### src/rtl/ccd_regs.svh
// Offsets, flag positions, reset values and opcodes of the condition and operand decoder
`ifndef CCD_REGS_SVH
`define CCD_REGS_SVH
`define CCD_OFS_MASK 8'hfb
`define CCD_OFS_FLAGS 8'hfc
`define CCD_OFS_WGP 8'hfd
`define CCD_RST_MASK 8'h00
`define CCD_RST_FLAGS 8'h00
`define CCD_RST_WGP 8'h00
`define CCD_FLAG_C 7
`define CCD_FLAG_Z 6
`define CCD_FLAG_S 5
`define CCD_FLAG_V 4
`define CCD_FLAG_D 3
`define CCD_FLAG_H 2
`define CCD_MASK_EN 7
`define CCD_OPC_IEN 8'h9f
`define CCD_OPC_IDIS 8'h8f
`define CCD_OPC_PML 8'hc2
`define CCD_OPC_PMLI 8'hc3
`define CCD_OPC_LD_W_IW 8'he3
`define CCD_OPC_LD_IW_W 8'hf3
`define CCD_OPC_LD_R_R 8'he4
`define CCD_OPC_LD_R_IND 8'he5
`define CCD_OPC_LD_R_IMM 8'he6
`define CCD_OPC_LD_IND_IMM 8'he7
`define CCD_OPC_LD_IND_R 8'hf5
`define CCD_OPC_CALL_PAIR 8'hd4
`define CCD_OPC_JP_PAIR 8'h30
`define CCD_OPC_CALL_DA 8'hd6
`define CCD_NIB_JP 4'hd
`define CCD_NIB_JR 4'hb
`define CCD_NIB_ADD 4'h0
`define CCD_NIB_ADC 4'h1
`define CCD_SP_CALL_DEC 2'h2
`endif

### src/rtl/ccd_pkg.sv
// Shared types of the condition and operand decoder
package ccd_pkg;
   typedef enum logic [3:0] {mode_none, mode_reg, mode_wreg, mode_ind, mode_ind_wreg, mode_ind_pair,
      mode_imm, mode_da, mode_ra} ccd_mode_t;
   typedef enum logic [3:0] {op_none, op_add, op_adc, op_ien, op_idis, op_pml, op_pmli, op_ld,
      op_call_da, op_call_pair, op_jp_pair, op_jp_cc, op_jr_cc} ccd_op_t;
endpackage

### src/rtl/ccd_cond_eval.sv
// Branch condition evaluator over the status flags
`timescale 1ns/1ns
`default_nettype none
`include "ccd_regs.svh"

module ccd_cond_eval (
   // Condition field and flags
   input wire logic [3:0] cc,
   input wire logic [7:0] flags,
   // Verdict
   output logic taken
);
   wire c = flags[`CCD_FLAG_C];
   wire z = flags[`CCD_FLAG_Z];
   wire s = flags[`CCD_FLAG_S];
   wire v = flags[`CCD_FLAG_V];
   wire sv = s ^ v;
   logic base;

   // Low three bits pick the test; bit 3 inverts it, so each pair shares one term
   always_comb begin
      case (cc[2:0])
         3'h0: base = 1'b0;
         3'h1: base = sv;
         3'h2: base = z | sv;
         3'h3: base = c | z;
         3'h4: base = v;
         3'h5: base = s;
         3'h6: base = z;
         3'h7: base = c;
         default: base = 1'b0;
      endcase
   end

   assign taken = base ^ cc[3];
endmodule
`default_nettype wire

### src/rtl/ccd_operand_dec.sv
// Opcode to operation kind and addressing form decoder
`timescale 1ns/1ns
`default_nettype none
`include "ccd_regs.svh"

module ccd_operand_dec (
   // Opcode
   input wire logic [7:0] opcode,
   // Decoded kind and forms
   output ccd_pkg::ccd_op_t op,
   output ccd_pkg::ccd_mode_t dst_mode,
   output ccd_pkg::ccd_mode_t src_mode
);
   wire [3:0] hi = opcode[7:4];
   wire [3:0] lo = opcode[3:0];
   wire add_row = (hi == `CCD_NIB_ADD) || (hi == `CCD_NIB_ADC);
   wire add_col = (lo >= 4'h2) && (lo <= 4'h7);

   // Add family forms by column
   function automatic ccd_pkg::ccd_mode_t add_dst(input logic [3:0] l);
      case (l)
         4'h2, 4'h3: add_dst = ccd_pkg::mode_wreg;
         4'h7: add_dst = ccd_pkg::mode_ind;
         default: add_dst = ccd_pkg::mode_reg;
      endcase
   endfunction

   function automatic ccd_pkg::ccd_mode_t add_src(input logic [3:0] l);
      case (l)
         4'h2: add_src = ccd_pkg::mode_wreg;
         4'h3: add_src = ccd_pkg::mode_ind_wreg;
         4'h4: add_src = ccd_pkg::mode_reg;
         4'h5: add_src = ccd_pkg::mode_ind;
         default: add_src = ccd_pkg::mode_imm;
      endcase
   endfunction

   // Exact opcodes first, then the column patterns of jumps and adds
   always_comb begin
      op = ccd_pkg::op_none;
      dst_mode = ccd_pkg::mode_none;
      src_mode = ccd_pkg::mode_none;
      case (opcode)
         `CCD_OPC_IEN: op = ccd_pkg::op_ien;
         `CCD_OPC_IDIS: op = ccd_pkg::op_idis;
         `CCD_OPC_PML: begin
            op = ccd_pkg::op_pml;
            dst_mode = ccd_pkg::mode_wreg;
            src_mode = ccd_pkg::mode_ind_pair;
         end
         `CCD_OPC_PMLI: begin
            op = ccd_pkg::op_pmli;
            dst_mode = ccd_pkg::mode_ind_wreg;
            src_mode = ccd_pkg::mode_ind_pair;
         end
         `CCD_OPC_LD_W_IW: begin
            op = ccd_pkg::op_ld;
            dst_mode = ccd_pkg::mode_wreg;
            src_mode = ccd_pkg::mode_ind_wreg;
         end
         `CCD_OPC_LD_IW_W: begin
            op = ccd_pkg::op_ld;
            dst_mode = ccd_pkg::mode_ind_wreg;
            src_mode = ccd_pkg::mode_wreg;
         end
         `CCD_OPC_LD_R_R, `CCD_OPC_LD_R_IND, `CCD_OPC_LD_R_IMM: begin
            op = ccd_pkg::op_ld;
            dst_mode = ccd_pkg::mode_reg;
            src_mode = (lo == 4'h4) ? ccd_pkg::mode_reg : (lo == 4'h5) ? ccd_pkg::mode_ind : ccd_pkg::mode_imm;
         end
         `CCD_OPC_LD_IND_IMM, `CCD_OPC_LD_IND_R: begin
            op = ccd_pkg::op_ld;
            dst_mode = ccd_pkg::mode_ind;
            src_mode = (lo == 4'h7) ? ccd_pkg::mode_imm : ccd_pkg::mode_reg;
         end
         `CCD_OPC_CALL_PAIR: begin
            op = ccd_pkg::op_call_pair;
            dst_mode = ccd_pkg::mode_ind_pair;
         end
         `CCD_OPC_JP_PAIR: begin
            op = ccd_pkg::op_jp_pair;
            dst_mode = ccd_pkg::mode_ind_pair;
         end
         `CCD_OPC_CALL_DA: begin
            op = ccd_pkg::op_call_da;
            dst_mode = ccd_pkg::mode_da;
         end
         default: begin
            if (lo == `CCD_NIB_JP) begin
               op = ccd_pkg::op_jp_cc;
               dst_mode = ccd_pkg::mode_da;
            end else if (lo == `CCD_NIB_JR) begin
               op = ccd_pkg::op_jr_cc;
               dst_mode = ccd_pkg::mode_ra;
            end else if (add_row && add_col) begin
               op = (hi == `CCD_NIB_ADD) ? ccd_pkg::op_add : ccd_pkg::op_adc;
               dst_mode = add_dst(lo);
               src_mode = add_src(lo);
            end
         end
      endcase
   end
endmodule
`default_nettype wire

### src/rtl/ccd_top.sv
// Condition evaluation, operand decode, add unit and control registers of the core
`timescale 1ns/1ns
`default_nettype none
`include "ccd_regs.svh"

module ccd_top (
   // Clock and reset
   input wire logic clock,
   input wire logic rst,
   // Register port
   input wire logic [7:0] reg_addr,
   input wire logic [7:0] reg_wdata,
   input wire logic reg_wr,
   input wire logic reg_rd,
   output logic [7:0] reg_rdata_q,
   // Instruction from the fetch path
   input wire logic instr_valid,
   input wire logic [7:0] opcode,
   input wire logic [7:0] oper_byte,
   input wire logic [7:0] dst_val,
   input wire logic [7:0] src_val,
   // Decode results
   output logic done_q,
   output ccd_pkg::ccd_op_t op_q,
   output ccd_pkg::ccd_mode_t dst_mode_q,
   output ccd_pkg::ccd_mode_t src_mode_q,
   output logic [7:0] dst_waddr_q,
   output logic [7:0] src_waddr_q,
   // Sequencer strobes
   output logic branch_q,
   output logic jump_pair_q,
   output logic push_pc_q,
   output logic [1:0] sp_dec_q,
   output logic pm_load_q,
   output logic pm_autoinc_q,
   // Add result
   output logic [7:0] result_q,
   output logic result_we_q,
   // Control registers
   output logic [7:0] interrupt_mask_q,
   output logic [7:0] status_flags_q,
   output logic [7:0] working_group_pointer_q
);
   // Register selects
   wire sel_mask = reg_addr == `CCD_OFS_MASK;
   wire sel_flags = reg_addr == `CCD_OFS_FLAGS;
   wire sel_wgp = reg_addr == `CCD_OFS_WGP;
   wire wr_mask = reg_wr && sel_mask;
   wire wr_flags = reg_wr && sel_flags;
   wire wr_wgp = reg_wr && sel_wgp;

   // Unmapped addresses read as zero
   wire [7:0] rd_mux = sel_mask ? interrupt_mask_q :
                       sel_flags ? status_flags_q :
                       sel_wgp ? working_group_pointer_q : 8'h00;

   // Decoder
   ccd_pkg::ccd_op_t dec_op;
   ccd_pkg::ccd_mode_t dec_dst;
   ccd_pkg::ccd_mode_t dec_src;

   ccd_operand_dec u_dec (
      .opcode(opcode),
      .op(dec_op),
      .dst_mode(dec_dst),
      .src_mode(dec_src)
   );

   // Condition sees the flag register as it stands, so the previous add is visible
   logic cond_true;

   ccd_cond_eval u_cond (
      .cc(opcode[7:4]),
      .flags(status_flags_q),
      .taken(cond_true)
   );

   // Operation classes; only add, enable and disable are qualified by the strobe here
   wire is_add = instr_valid && (dec_op == ccd_pkg::op_add || dec_op == ccd_pkg::op_adc);
   wire is_ien = instr_valid && dec_op == ccd_pkg::op_ien;
   wire is_idis = instr_valid && dec_op == ccd_pkg::op_idis;
   wire is_ccj = dec_op == ccd_pkg::op_jp_cc || dec_op == ccd_pkg::op_jr_cc;
   wire is_pair = dec_op == ccd_pkg::op_jp_pair || dec_op == ccd_pkg::op_call_pair;
   wire is_call = dec_op == ccd_pkg::op_call_da || dec_op == ccd_pkg::op_call_pair;
   wire is_pm = dec_op == ccd_pkg::op_pml || dec_op == ccd_pkg::op_pmli;

   // Adder; carry joins only for the carry-including variant
   wire carry_in = (dec_op == ccd_pkg::op_adc) && status_flags_q[`CCD_FLAG_C];
   wire [8:0] sum = {1'b0, dst_val} + {1'b0, src_val} + {8'h00, carry_in};
   wire [4:0] half = {1'b0, dst_val[3:0]} + {1'b0, src_val[3:0]} + {4'h0, carry_in};
   wire ovf = (dst_val[7] == src_val[7]) && (sum[7] != dst_val[7]);

   // Flag values the add produces
   logic [7:0] alu_flags;
   always_comb begin
      alu_flags = 8'h00;
      alu_flags[`CCD_FLAG_C] = sum[8];
      alu_flags[`CCD_FLAG_Z] = sum[7:0] == 8'h00;
      alu_flags[`CCD_FLAG_S] = sum[7];
      alu_flags[`CCD_FLAG_V] = ovf;
      alu_flags[`CCD_FLAG_H] = half[4];
   end

   // Per-flag policy: clear, set, update or keep
   logic [7:0] upd_mask;
   logic [7:0] clr_mask;
   logic [7:0] set_mask;
   always_comb begin
      upd_mask = 8'h00;
      clr_mask = 8'h00;
      set_mask = 8'h00;
      if (is_add) begin
         upd_mask[`CCD_FLAG_C] = 1'b1;
         upd_mask[`CCD_FLAG_Z] = 1'b1;
         upd_mask[`CCD_FLAG_S] = 1'b1;
         upd_mask[`CCD_FLAG_V] = 1'b1;
         upd_mask[`CCD_FLAG_H] = 1'b1;
         clr_mask[`CCD_FLAG_D] = 1'b1;
      end
   end

   // Instruction effect beats a software write in the same cycle
   wire [7:0] sw_flags = wr_flags ? reg_wdata : status_flags_q;
   logic [7:0] status_flags_d;
   genvar gi;
   generate
      for (gi = 0; gi < 8; gi++) begin : g_flag
         assign status_flags_d[gi] = clr_mask[gi] ? 1'b0 :
                                     set_mask[gi] ? 1'b1 :
                                     upd_mask[gi] ? alu_flags[gi] : sw_flags[gi];
      end
   endgenerate

   // Interrupt mask: enable and disable touch bit 7 only
   logic [7:0] interrupt_mask_d;
   always_comb begin
      interrupt_mask_d = wr_mask ? reg_wdata : interrupt_mask_q;
      if (is_ien) begin
         interrupt_mask_d[`CCD_MASK_EN] = 1'b1;
      end else if (is_idis) begin
         interrupt_mask_d[`CCD_MASK_EN] = 1'b0;
      end
   end

   // Working register addresses come from the pointer's high nibble
   wire [7:0] dst_waddr_d = {working_group_pointer_q[7:4], oper_byte[7:4]};
   wire [7:0] src_waddr_d = {working_group_pointer_q[7:4], oper_byte[3:0]};

   // Control registers
   always_ff @(posedge clock or posedge rst) begin
      if (rst) begin
         status_flags_q <= `CCD_RST_FLAGS;
         interrupt_mask_q <= `CCD_RST_MASK;
         working_group_pointer_q <= `CCD_RST_WGP;
      end else begin
         status_flags_q <= status_flags_d;
         interrupt_mask_q <= interrupt_mask_d;
         working_group_pointer_q <= wr_wgp ? reg_wdata : working_group_pointer_q;
      end
   end

   // Read data stand for the single cycle after the strobe
   always_ff @(posedge clock or posedge rst) begin
      if (rst) begin
         reg_rdata_q <= 8'h00;
      end else begin
         reg_rdata_q <= reg_rd ? rd_mux : 8'h00;
      end
   end

   // Decode fields hold until the next instruction
   always_ff @(posedge clock or posedge rst) begin
      if (rst) begin
         op_q <= ccd_pkg::op_none;
         dst_mode_q <= ccd_pkg::mode_none;
         src_mode_q <= ccd_pkg::mode_none;
         dst_waddr_q <= 8'h00;
         src_waddr_q <= 8'h00;
         result_q <= 8'h00;
      end else if (instr_valid) begin
         op_q <= dec_op;
         dst_mode_q <= dec_dst;
         src_mode_q <= dec_src;
         dst_waddr_q <= dst_waddr_d;
         src_waddr_q <= src_waddr_d;
         result_q <= is_add ? sum[7:0] : result_q;
      end
   end

   // Strobes last one cycle after the instruction
   always_ff @(posedge clock or posedge rst) begin
      if (rst) begin
         done_q <= 1'b0;
         result_we_q <= 1'b0;
         branch_q <= 1'b0;
         jump_pair_q <= 1'b0;
      end else begin
         done_q <= instr_valid;
         result_we_q <= is_add;
         branch_q <= instr_valid && is_ccj && cond_true;
         jump_pair_q <= instr_valid && is_pair;
      end
   end

   // Call and program-memory strobes
   always_ff @(posedge clock or posedge rst) begin
      if (rst) begin
         push_pc_q <= 1'b0;
         sp_dec_q <= 2'h0;
         pm_load_q <= 1'b0;
         pm_autoinc_q <= 1'b0;
      end else begin
         push_pc_q <= instr_valid && is_call;
         sp_dec_q <= (instr_valid && is_call) ? `CCD_SP_CALL_DEC : 2'h0;
         pm_load_q <= instr_valid && is_pm;
         pm_autoinc_q <= instr_valid && dec_op == ccd_pkg::op_pmli;
      end
   end

   // Checks

   add_sum_a: assert property (
      @(posedge clock) disable iff (rst)
      is_add |=> result_we_q && result_q == $past(sum[7:0]))
      else $error("add result not stored");

   add_dclr_a: assert property (
      @(posedge clock) disable iff (rst)
      is_add |=> !status_flags_q[`CCD_FLAG_D] && status_flags_q[`CCD_FLAG_C] == $past(sum[8]))
      else $error("add flags wrong");

   adc_carry_a: assert property (
      @(posedge clock) disable iff (rst)
      instr_valid && opcode[7:4] == 4'h1 && opcode[3:1] inside {3'h1, 3'h2, 3'h3} && status_flags_q[`CCD_FLAG_C]
      |=> result_q == $past(dst_val) + $past(src_val) + 8'h01)
      else $error("carry not added");

   irq_on_a: assert property (
      @(posedge clock) disable iff (rst)
      instr_valid && opcode == 8'h9f |=> interrupt_mask_q[7])
      else $error("enable did not set mask bit");

   irq_off_a: assert property (
      @(posedge clock) disable iff (rst)
      instr_valid && opcode == 8'h8f && !reg_wr |=> !interrupt_mask_q[7] && $stable(status_flags_q))
      else $error("disable wrong");

   pm_inc_a: assert property (
      @(posedge clock) disable iff (rst)
      instr_valid && opcode[7:1] == 7'h61 |=> pm_load_q && pm_autoinc_q == $past(opcode[0]))
      else $error("program load strobes wrong");

   call_push_a: assert property (
      @(posedge clock) disable iff (rst)
      instr_valid && opcode == 8'hd6 |=> push_pc_q && sp_dec_q == 2'h2 ##1 (!push_pc_q || $past(instr_valid)))
      else $error("call push wrong");

   signed_branch_a: assert property (
      @(posedge clock) disable iff (rst)
      instr_valid && opcode == 8'h9b
      |=> branch_q == !($past(status_flags_q[`CCD_FLAG_S]) ^ $past(status_flags_q[`CCD_FLAG_V])))
      else $error("signed branch wrong");

   unsigned_branch_a: assert property (
      @(posedge clock) disable iff (rst)
      instr_valid && opcode == 8'hbd
      |=> branch_q == ($past(status_flags_q[7:6]) == 2'h0))
      else $error("unsigned branch wrong");

   never_branch_a: assert property (
      @(posedge clock) disable iff (rst)
      instr_valid && opcode == 8'h0b |=> !branch_q && done_q)
      else $error("never condition taken");

   flags_read_a: assert property (
      @(posedge clock) disable iff (rst)
      reg_rd && reg_addr == 8'hfc |=> reg_rdata_q == $past(status_flags_q))
      else $error("flag register read wrong");

   below_branch_a: assert property (
      @(posedge clock) disable iff (rst)
      instr_valid && opcode == 8'h1b
      |=> branch_q == ($past(status_flags_q[`CCD_FLAG_S]) ^ $past(status_flags_q[`CCD_FLAG_V])))
      else $error("signed below branch wrong");

   carry_branch_a: assert property (
      @(posedge clock) disable iff (rst)
      instr_valid && opcode == 8'h7d |=> branch_q == $past(status_flags_q[`CCD_FLAG_C]))
      else $error("carry branch wrong");

   nocarry_branch_a: assert property (
      @(posedge clock) disable iff (rst)
      instr_valid && opcode == 8'hfb |=> branch_q == !$past(status_flags_q[`CCD_FLAG_C]))
      else $error("no carry branch wrong");

   atmost_branch_a: assert property (
      @(posedge clock) disable iff (rst)
      instr_valid && opcode == 8'h3d |=> branch_q == ($past(status_flags_q[7:6]) != 2'h0))
      else $error("unsigned at most branch wrong");

   always_branch_a: assert property (
      @(posedge clock) disable iff (rst)
      instr_valid && opcode[7:4] == 4'h8 && (opcode[3:0] == 4'hb || opcode[3:0] == 4'hd) |=> branch_q)
      else $error("always condition not taken");

   zero_branch_a: assert property (
      @(posedge clock) disable iff (rst)
      instr_valid && opcode == 8'h6d |=> branch_q == $past(status_flags_q[`CCD_FLAG_Z]))
      else $error("zero branch wrong");

   nonjump_branch_a: assert property (
      @(posedge clock) disable iff (rst)
      instr_valid && opcode[3:0] != 4'hb && opcode[3:0] != 4'hd |=> !branch_q)
      else $error("branch without conditional jump");

   irq_flags_a: assert property (
      @(posedge clock) disable iff (rst)
      instr_valid && opcode == 8'h9f && !reg_wr |=> $stable(status_flags_q))
      else $error("enable changed flags");

   pm_modes_a: assert property (
      @(posedge clock) disable iff (rst)
      instr_valid && opcode == 8'hc3
      |=> dst_mode_q == ccd_pkg::mode_ind_wreg && src_mode_q == ccd_pkg::mode_ind_pair)
      else $error("autoinc load forms wrong");

   wreg_addr_a: assert property (
      @(posedge clock) disable iff (rst)
      instr_valid && opcode == 8'he3
      |=> src_mode_q == ccd_pkg::mode_ind_wreg && src_waddr_q[7:4] == $past(working_group_pointer_q[7:4]))
      else $error("working register load wrong");

   imm_load_a: assert property (
      @(posedge clock) disable iff (rst)
      instr_valid && opcode == 8'he6 |=> op_q == ccd_pkg::op_ld && src_mode_q == ccd_pkg::mode_imm)
      else $error("immediate load wrong");

   pair_jump_a: assert property (
      @(posedge clock) disable iff (rst)
      instr_valid && opcode == 8'h30 |=> jump_pair_q && !push_pc_q && op_q == ccd_pkg::op_jp_pair)
      else $error("pair jump wrong");

   pair_call_a: assert property (
      @(posedge clock) disable iff (rst)
      instr_valid && opcode == 8'hd4 |=> jump_pair_q && push_pc_q && sp_dec_q == 2'h2)
      else $error("pair call wrong");

endmodule
`default_nettype wire

### config.mk
export PLATFORM = sky130hd
export DESIGN_NAME = ccd_top
export DESIGN_NICKNAME = d
export VERILOG_FILES = /design/src/rtl/ccd_pkg.sv /design/src/rtl/ccd_cond_eval.sv /design/src/rtl/ccd_operand_dec.sv /design/src/rtl/ccd_top.sv
export VERILOG_INCLUDE_DIRS = /design/src /design/src/rtl
export SDC_FILE = /design/constraint.sdc
export NUM_CORES = 1
export LEC_CHECK = 0
export ABC_AREA = 1
export BUFFER_PORTS_ARGS = -buffer_cell sky130_fd_sc_hd__buf_4
export CAP_MARGIN = 25
export CORE_MARGIN = 3
export CORE_UTILIZATION = 40
export CTS_BUF_LIST = sky130_fd_sc_hd__clkbuf_8
export CTS_CLUSTER_DIAMETER = 100
export DETAILED_ROUTE_END_ITERATION = 8
export PLACE_DENSITY = 0.72
export SKIP_CTS_REPAIR_TIMING = 1
export SYNTH_ARGS = -nofsm -noshare
export SYNTH_HDL_FRONTEND = slang
export SYNTH_HIERARCHICAL = 1
export SYNTH_SLANG_ARGS = --single-unit
### constraint.sdc
create_clock -name clock -period 6.6 [get_ports clock]
set_clock_uncertainty 0.05 [all_clocks]
set_input_delay 1.65 -clock clock [delete_from_list [all_inputs] [get_ports clock]]
set_output_delay 1.65 -clock clock [all_outputs]
set_load 0.1 [all_outputs]
==> results.md <==
* Leakage at approximately 0.0031 uW
* Antenna diodes at 0
* Aggregate routed wire length at between 10000 and 15000 um
* Routing usage on met1 at ~28%
* Root Driver: sky130_fd_sc_hd__clkbuf_8
* Starting Density at 41.9%
* Slew headroom at around a third
* Final setup violation count at 0
* Post-layout utilization of the core at ~54%
* Number of inserted filler cells in the final layout at about 960
* Core Box Area at about 9900 um^2
* Post-route fraction of the period consumed by the critical path at between 60% and 70%
* Post-Syn Nets at ~640
* Inst Count DP at just over 800
* Timing startpoint of the critical path: opcode[6]
* Signed area change from the synthesized netlist to the final layout at 29.1%
* Number of synthesized flops with an enable pin at 0
* Post-layout nets at between 700 and 800
* Maximum capacitance violations at 0
* Instance area at placement at around 5200 um^2
* Commonest non-fill, non-tap cell in the layout: sky130_fd_sc_hd__nand2_1
* Most common cell type on the critical path: sky130_fd_sc_hd__nand2_1
* Shortest period the worst path allows at 4360 ps
* All-Layer GR Usage at 20.3%
* Destination of the critical timing path: status_flags_q[6]$_DFFE_PP0P_
* Cell Rows at 36
* Antenna violations before repair at 0
* Internal power contribution at 798 uW
* Launching element type of the critical path: primary input
* Count of unique library cells instantiated by Yosys at 35
* Vertical die dimension at roughly 110 um
* Run status: finished clean
* Remaining number of nets flagged by the antenna check after routing at 0
* Final HPWL from detailed placement at 9140 um
* Most frequent cells in the layout: sky130_fd_sc_hd__nand2_1 (208), sky130_fd_sc_hd__buf_4 (129), sky130_fd_sc_hd__inv_1 (80)
* RSZ-0062 raised after global routing: no
* Number of top-level design ports at 130
* Count of final max-slew check failures at 0
* End of the worst register-to-register path: status_flags_q[6]$_DFFE_PP0P_
* Flip-flop and latch count after synthesis at 71
* Clock H-tree levels at 3
* Clock-pin slew of the registers on the worst-case setup and hold paths at 70 ps
* Pin count of the biggest net entering global routing at just over 70
* Via count normalized by instance count at a little under 5
* List of cells traversed by the critical path: buf_4 -> nand2_1 -> nor2_1 -> nand2_1 -> nand3_1 -> nor2_2 -> nand3_1 -> inv_1 -> nand2_1 -> nor4_1 -> fa_1 -> inv_1 -> fa_1 -> inv_1 -> nand3_1 -> nand2_1 -> nand2_1 -> nand3_1 -> nor2_1 -> nand4_1 -> nand2_1
* Die Footprint at approximately 12000 um^2
* Buffers added on ports at 128
* Critical path data arrival time at 4540 ps
* Global-route wire length before repair at roughly 19000 um
* R2r worst-path depth at 13
* GRT overflow at 0
* Slew @ Worst Pin at approximately 1000 ps
* Clock latency of the later-clocked register in the worst-skew pair at ~350 ps
* Share of power burned in registers at about a third
* Hold Vio Cnt, Final at 0
* Met3 capacity usage during global routing at between 4 and 5%
* Final Non-Filler Cells at between 800 and 900
* Switching power total at around 740 uW
* DRC errors left at 0
* Vias in the first global route at roughly 3800
* Comb pwr share at 43.2%
* Clock tree from TritonCTS: built
* Switching Share at around half
* Number of vias in the routed layout at 4102
* Endpoint class of the critical path: register
* Maximum operating frequency at roughly 0.23 GHz
* Mean cell area of the mapped netlist at slightly above 7 um^2
* Clock Path Buffers at 2
* Classification of the worst setup path: in -> reg
* Ys Warns at 6
* Share of synthesized flip-flops with an asynchronous set or reset at between 90% and 100%
* Share of synthesized area occupied by flip-flops and latches at 42.8%
* Routed wirelength normalized by instance count at between 10 and 15 um
* Number of instances in the synthesized netlist at approximately 580
* Cts bufs inserted at 9
* RePlAce Congestion at about 0.90
* Iteration-0 DRC Markers at ~280
* Detailed-router iteration count before antenna repair at 5
* Slowest CP cell: sky130_fd_sc_hd__fa_1
* Worst VDD drop at approximately 0.23 mV
* Power per unit of standard cell area at ~290 nW/um^2
* Fraction of layout instances using a drive strength above 1 at 25.5%
* Maximum fanout along the worst path at 6
* Met2 capacity usage during global routing at between 30% and 40%
* Final hold slack at roughly 420 ps
* Netlist area before placement at 4150 um^2
* Sum of negative setup slack at 0 ps
* Area of all placed cells without fillers at 5360 um^2
* Most used flip-flop cell after synthesis: sky130_fd_sc_hd__dfrtp_1
* CTS sink cnt at between 70 and 80
* Horizontal extent of the die at 108 um
* CP peak stage delay at 400 ps
* R2R Path Start: status_flags_q[7]$_DFFE_PP0P_
* Relative contribution of the clock network to total power at 22.4%
* Hold crit path type: reg -> reg
* R2R Setup Slk at ~4100 ps
* GR peak layer: met2
* Worst EP required at between 6000 and 7000 ps
## Yosys cell counts, types with 6 or more instances
| cell | count | area, um^2 |
|---|---|---|
| sky130_fd_sc_hd__nand2_1 | 208 | 781 |
| sky130_fd_sc_hd__inv_1 | 81 | 304 |
| sky130_fd_sc_hd__dfrtp_1 | 71 | 1780 |
| sky130_fd_sc_hd__nand3_1 | 44 | 220 |
| sky130_fd_sc_hd__nor2_1 | 42 | 158 |
| sky130_fd_sc_hd__o21ai_0 | 22 | 110 |
| sky130_fd_sc_hd__nand4_1 | 10 | 62.6 |
| sky130_fd_sc_hd__buf_4 | 9 | 67.6 |
| sky130_fd_sc_hd__a21oi_1 | 8 | 40.0 |
| sky130_fd_sc_hd__ha_1 | 7 | 87.6 |
| sky130_fd_sc_hd__inv_2 | 7 | 26.3 |
| sky130_fd_sc_hd__o21ai_2 | 6 | 52.6 |
## kinds of logic after synthesis
| kind of cell | Yosys count | share of synthesized area [%] |
|---|---|---|
| AOI/OAI and AO/OA | 51 | 7.30 |
| xor gates and xnor gates | 2 | 0.422 |
| adders and majority gates | 9 | 3.08 |
| buffers and inverters | 108 | 10.9 |
| DFF | 71 | 42.8 |
| other | 2 | 0.181 |
| and+or+nand+nor | 334 | 35.3 |
## routing by layer
layer  vias to the layer above  routed length, um
met5                         -                  0
met4                         0                294
met3                        24                894
met2                       177               5280
met1                      1866               5260
li1                       2035                  -
## how the worst min path moves through the flow
| stage | start | endpoint | depth (start not counted) |
|---|---|---|---|
| floorplan | src_waddr_q[0]$_DFFE_PP0P_ | src_waddr_q[0]$_DFFE_PP0P_ | 2 |
| global placement | src_waddr_q[1]$_DFFE_PP0P_ | src_waddr_q[1]$_DFFE_PP0P_ | 2 |
| detailed placement | src_mode_q[3]$_DFFE_PP0P_ | src_mode_q[3]$_DFFE_PP0P_ | 2 |
| CTS | src_mode_q[3]$_DFFE_PP0P_ | src_mode_q[3]$_DFFE_PP0P_ | 2 |
| global route | dst_waddr_q[0]$_DFFE_PP0P_ | dst_waddr_q[0]$_DFFE_PP0P_ | 2 |
| finish | dst_waddr_q[2]$_DFFE_PP0P_ | dst_waddr_q[2]$_DFFE_PP0P_ | 2 |
## per-stage QoR
stage               setup WS (ps)  power, uW
CTS                          2250       1550
global placement             2040       1200
finish                       2240       1540
global route                 1890       1610
detailed placement           1880       1200
floorplan                    2490       1040
## flip-flops by register name, summed over array words and instances (netlist names), 8 cells and up
register and cells:
reg_rdata_q 8, interrupt_mask_q 8, result_q 8, working_group_pointer_q 8, dst_waddr_q 8, status_flags_q 8
## power groups by stage
stage / sequential, uW / combinational (uW) / clock, uW
after floorplan: 886 / 152 / 0
after global placement: 536 / 663 / 0
after detailed placement: 537 / 667 / 0
after CTS: 530 / 669 / 352
after global routing: 536 / 701 / 371
final: 529 / 665 / 345
## layout make-up
| type | count | area, um^2 | share of cell area [%] |
|---|---|---|---|
| well taps | 133 | 166 | 3.11 |
| clock inverters | 7 | 72.6 | 1.35 |
| clock buffers | 9 | 124 | 2.31 |
| repair buffers | 129 | 968 | 18.1 |
| multi-input cells | 398 | 1920 | 35.8 |
| flip-flops and latches | 71 | 1780 | 33.2 |
| inverters | 88 | 330 | 6.17 |
## worst max-delay path: cells and delay by family
family / cells / cell delay [ps]
buffers and inverters: 4 / 420
adder cells (fa/ha/maj): 2 / 700
AND/OR/NAND/NOR: 15 / 1770
Note: power is estimated with default switching activity, not from simulation.
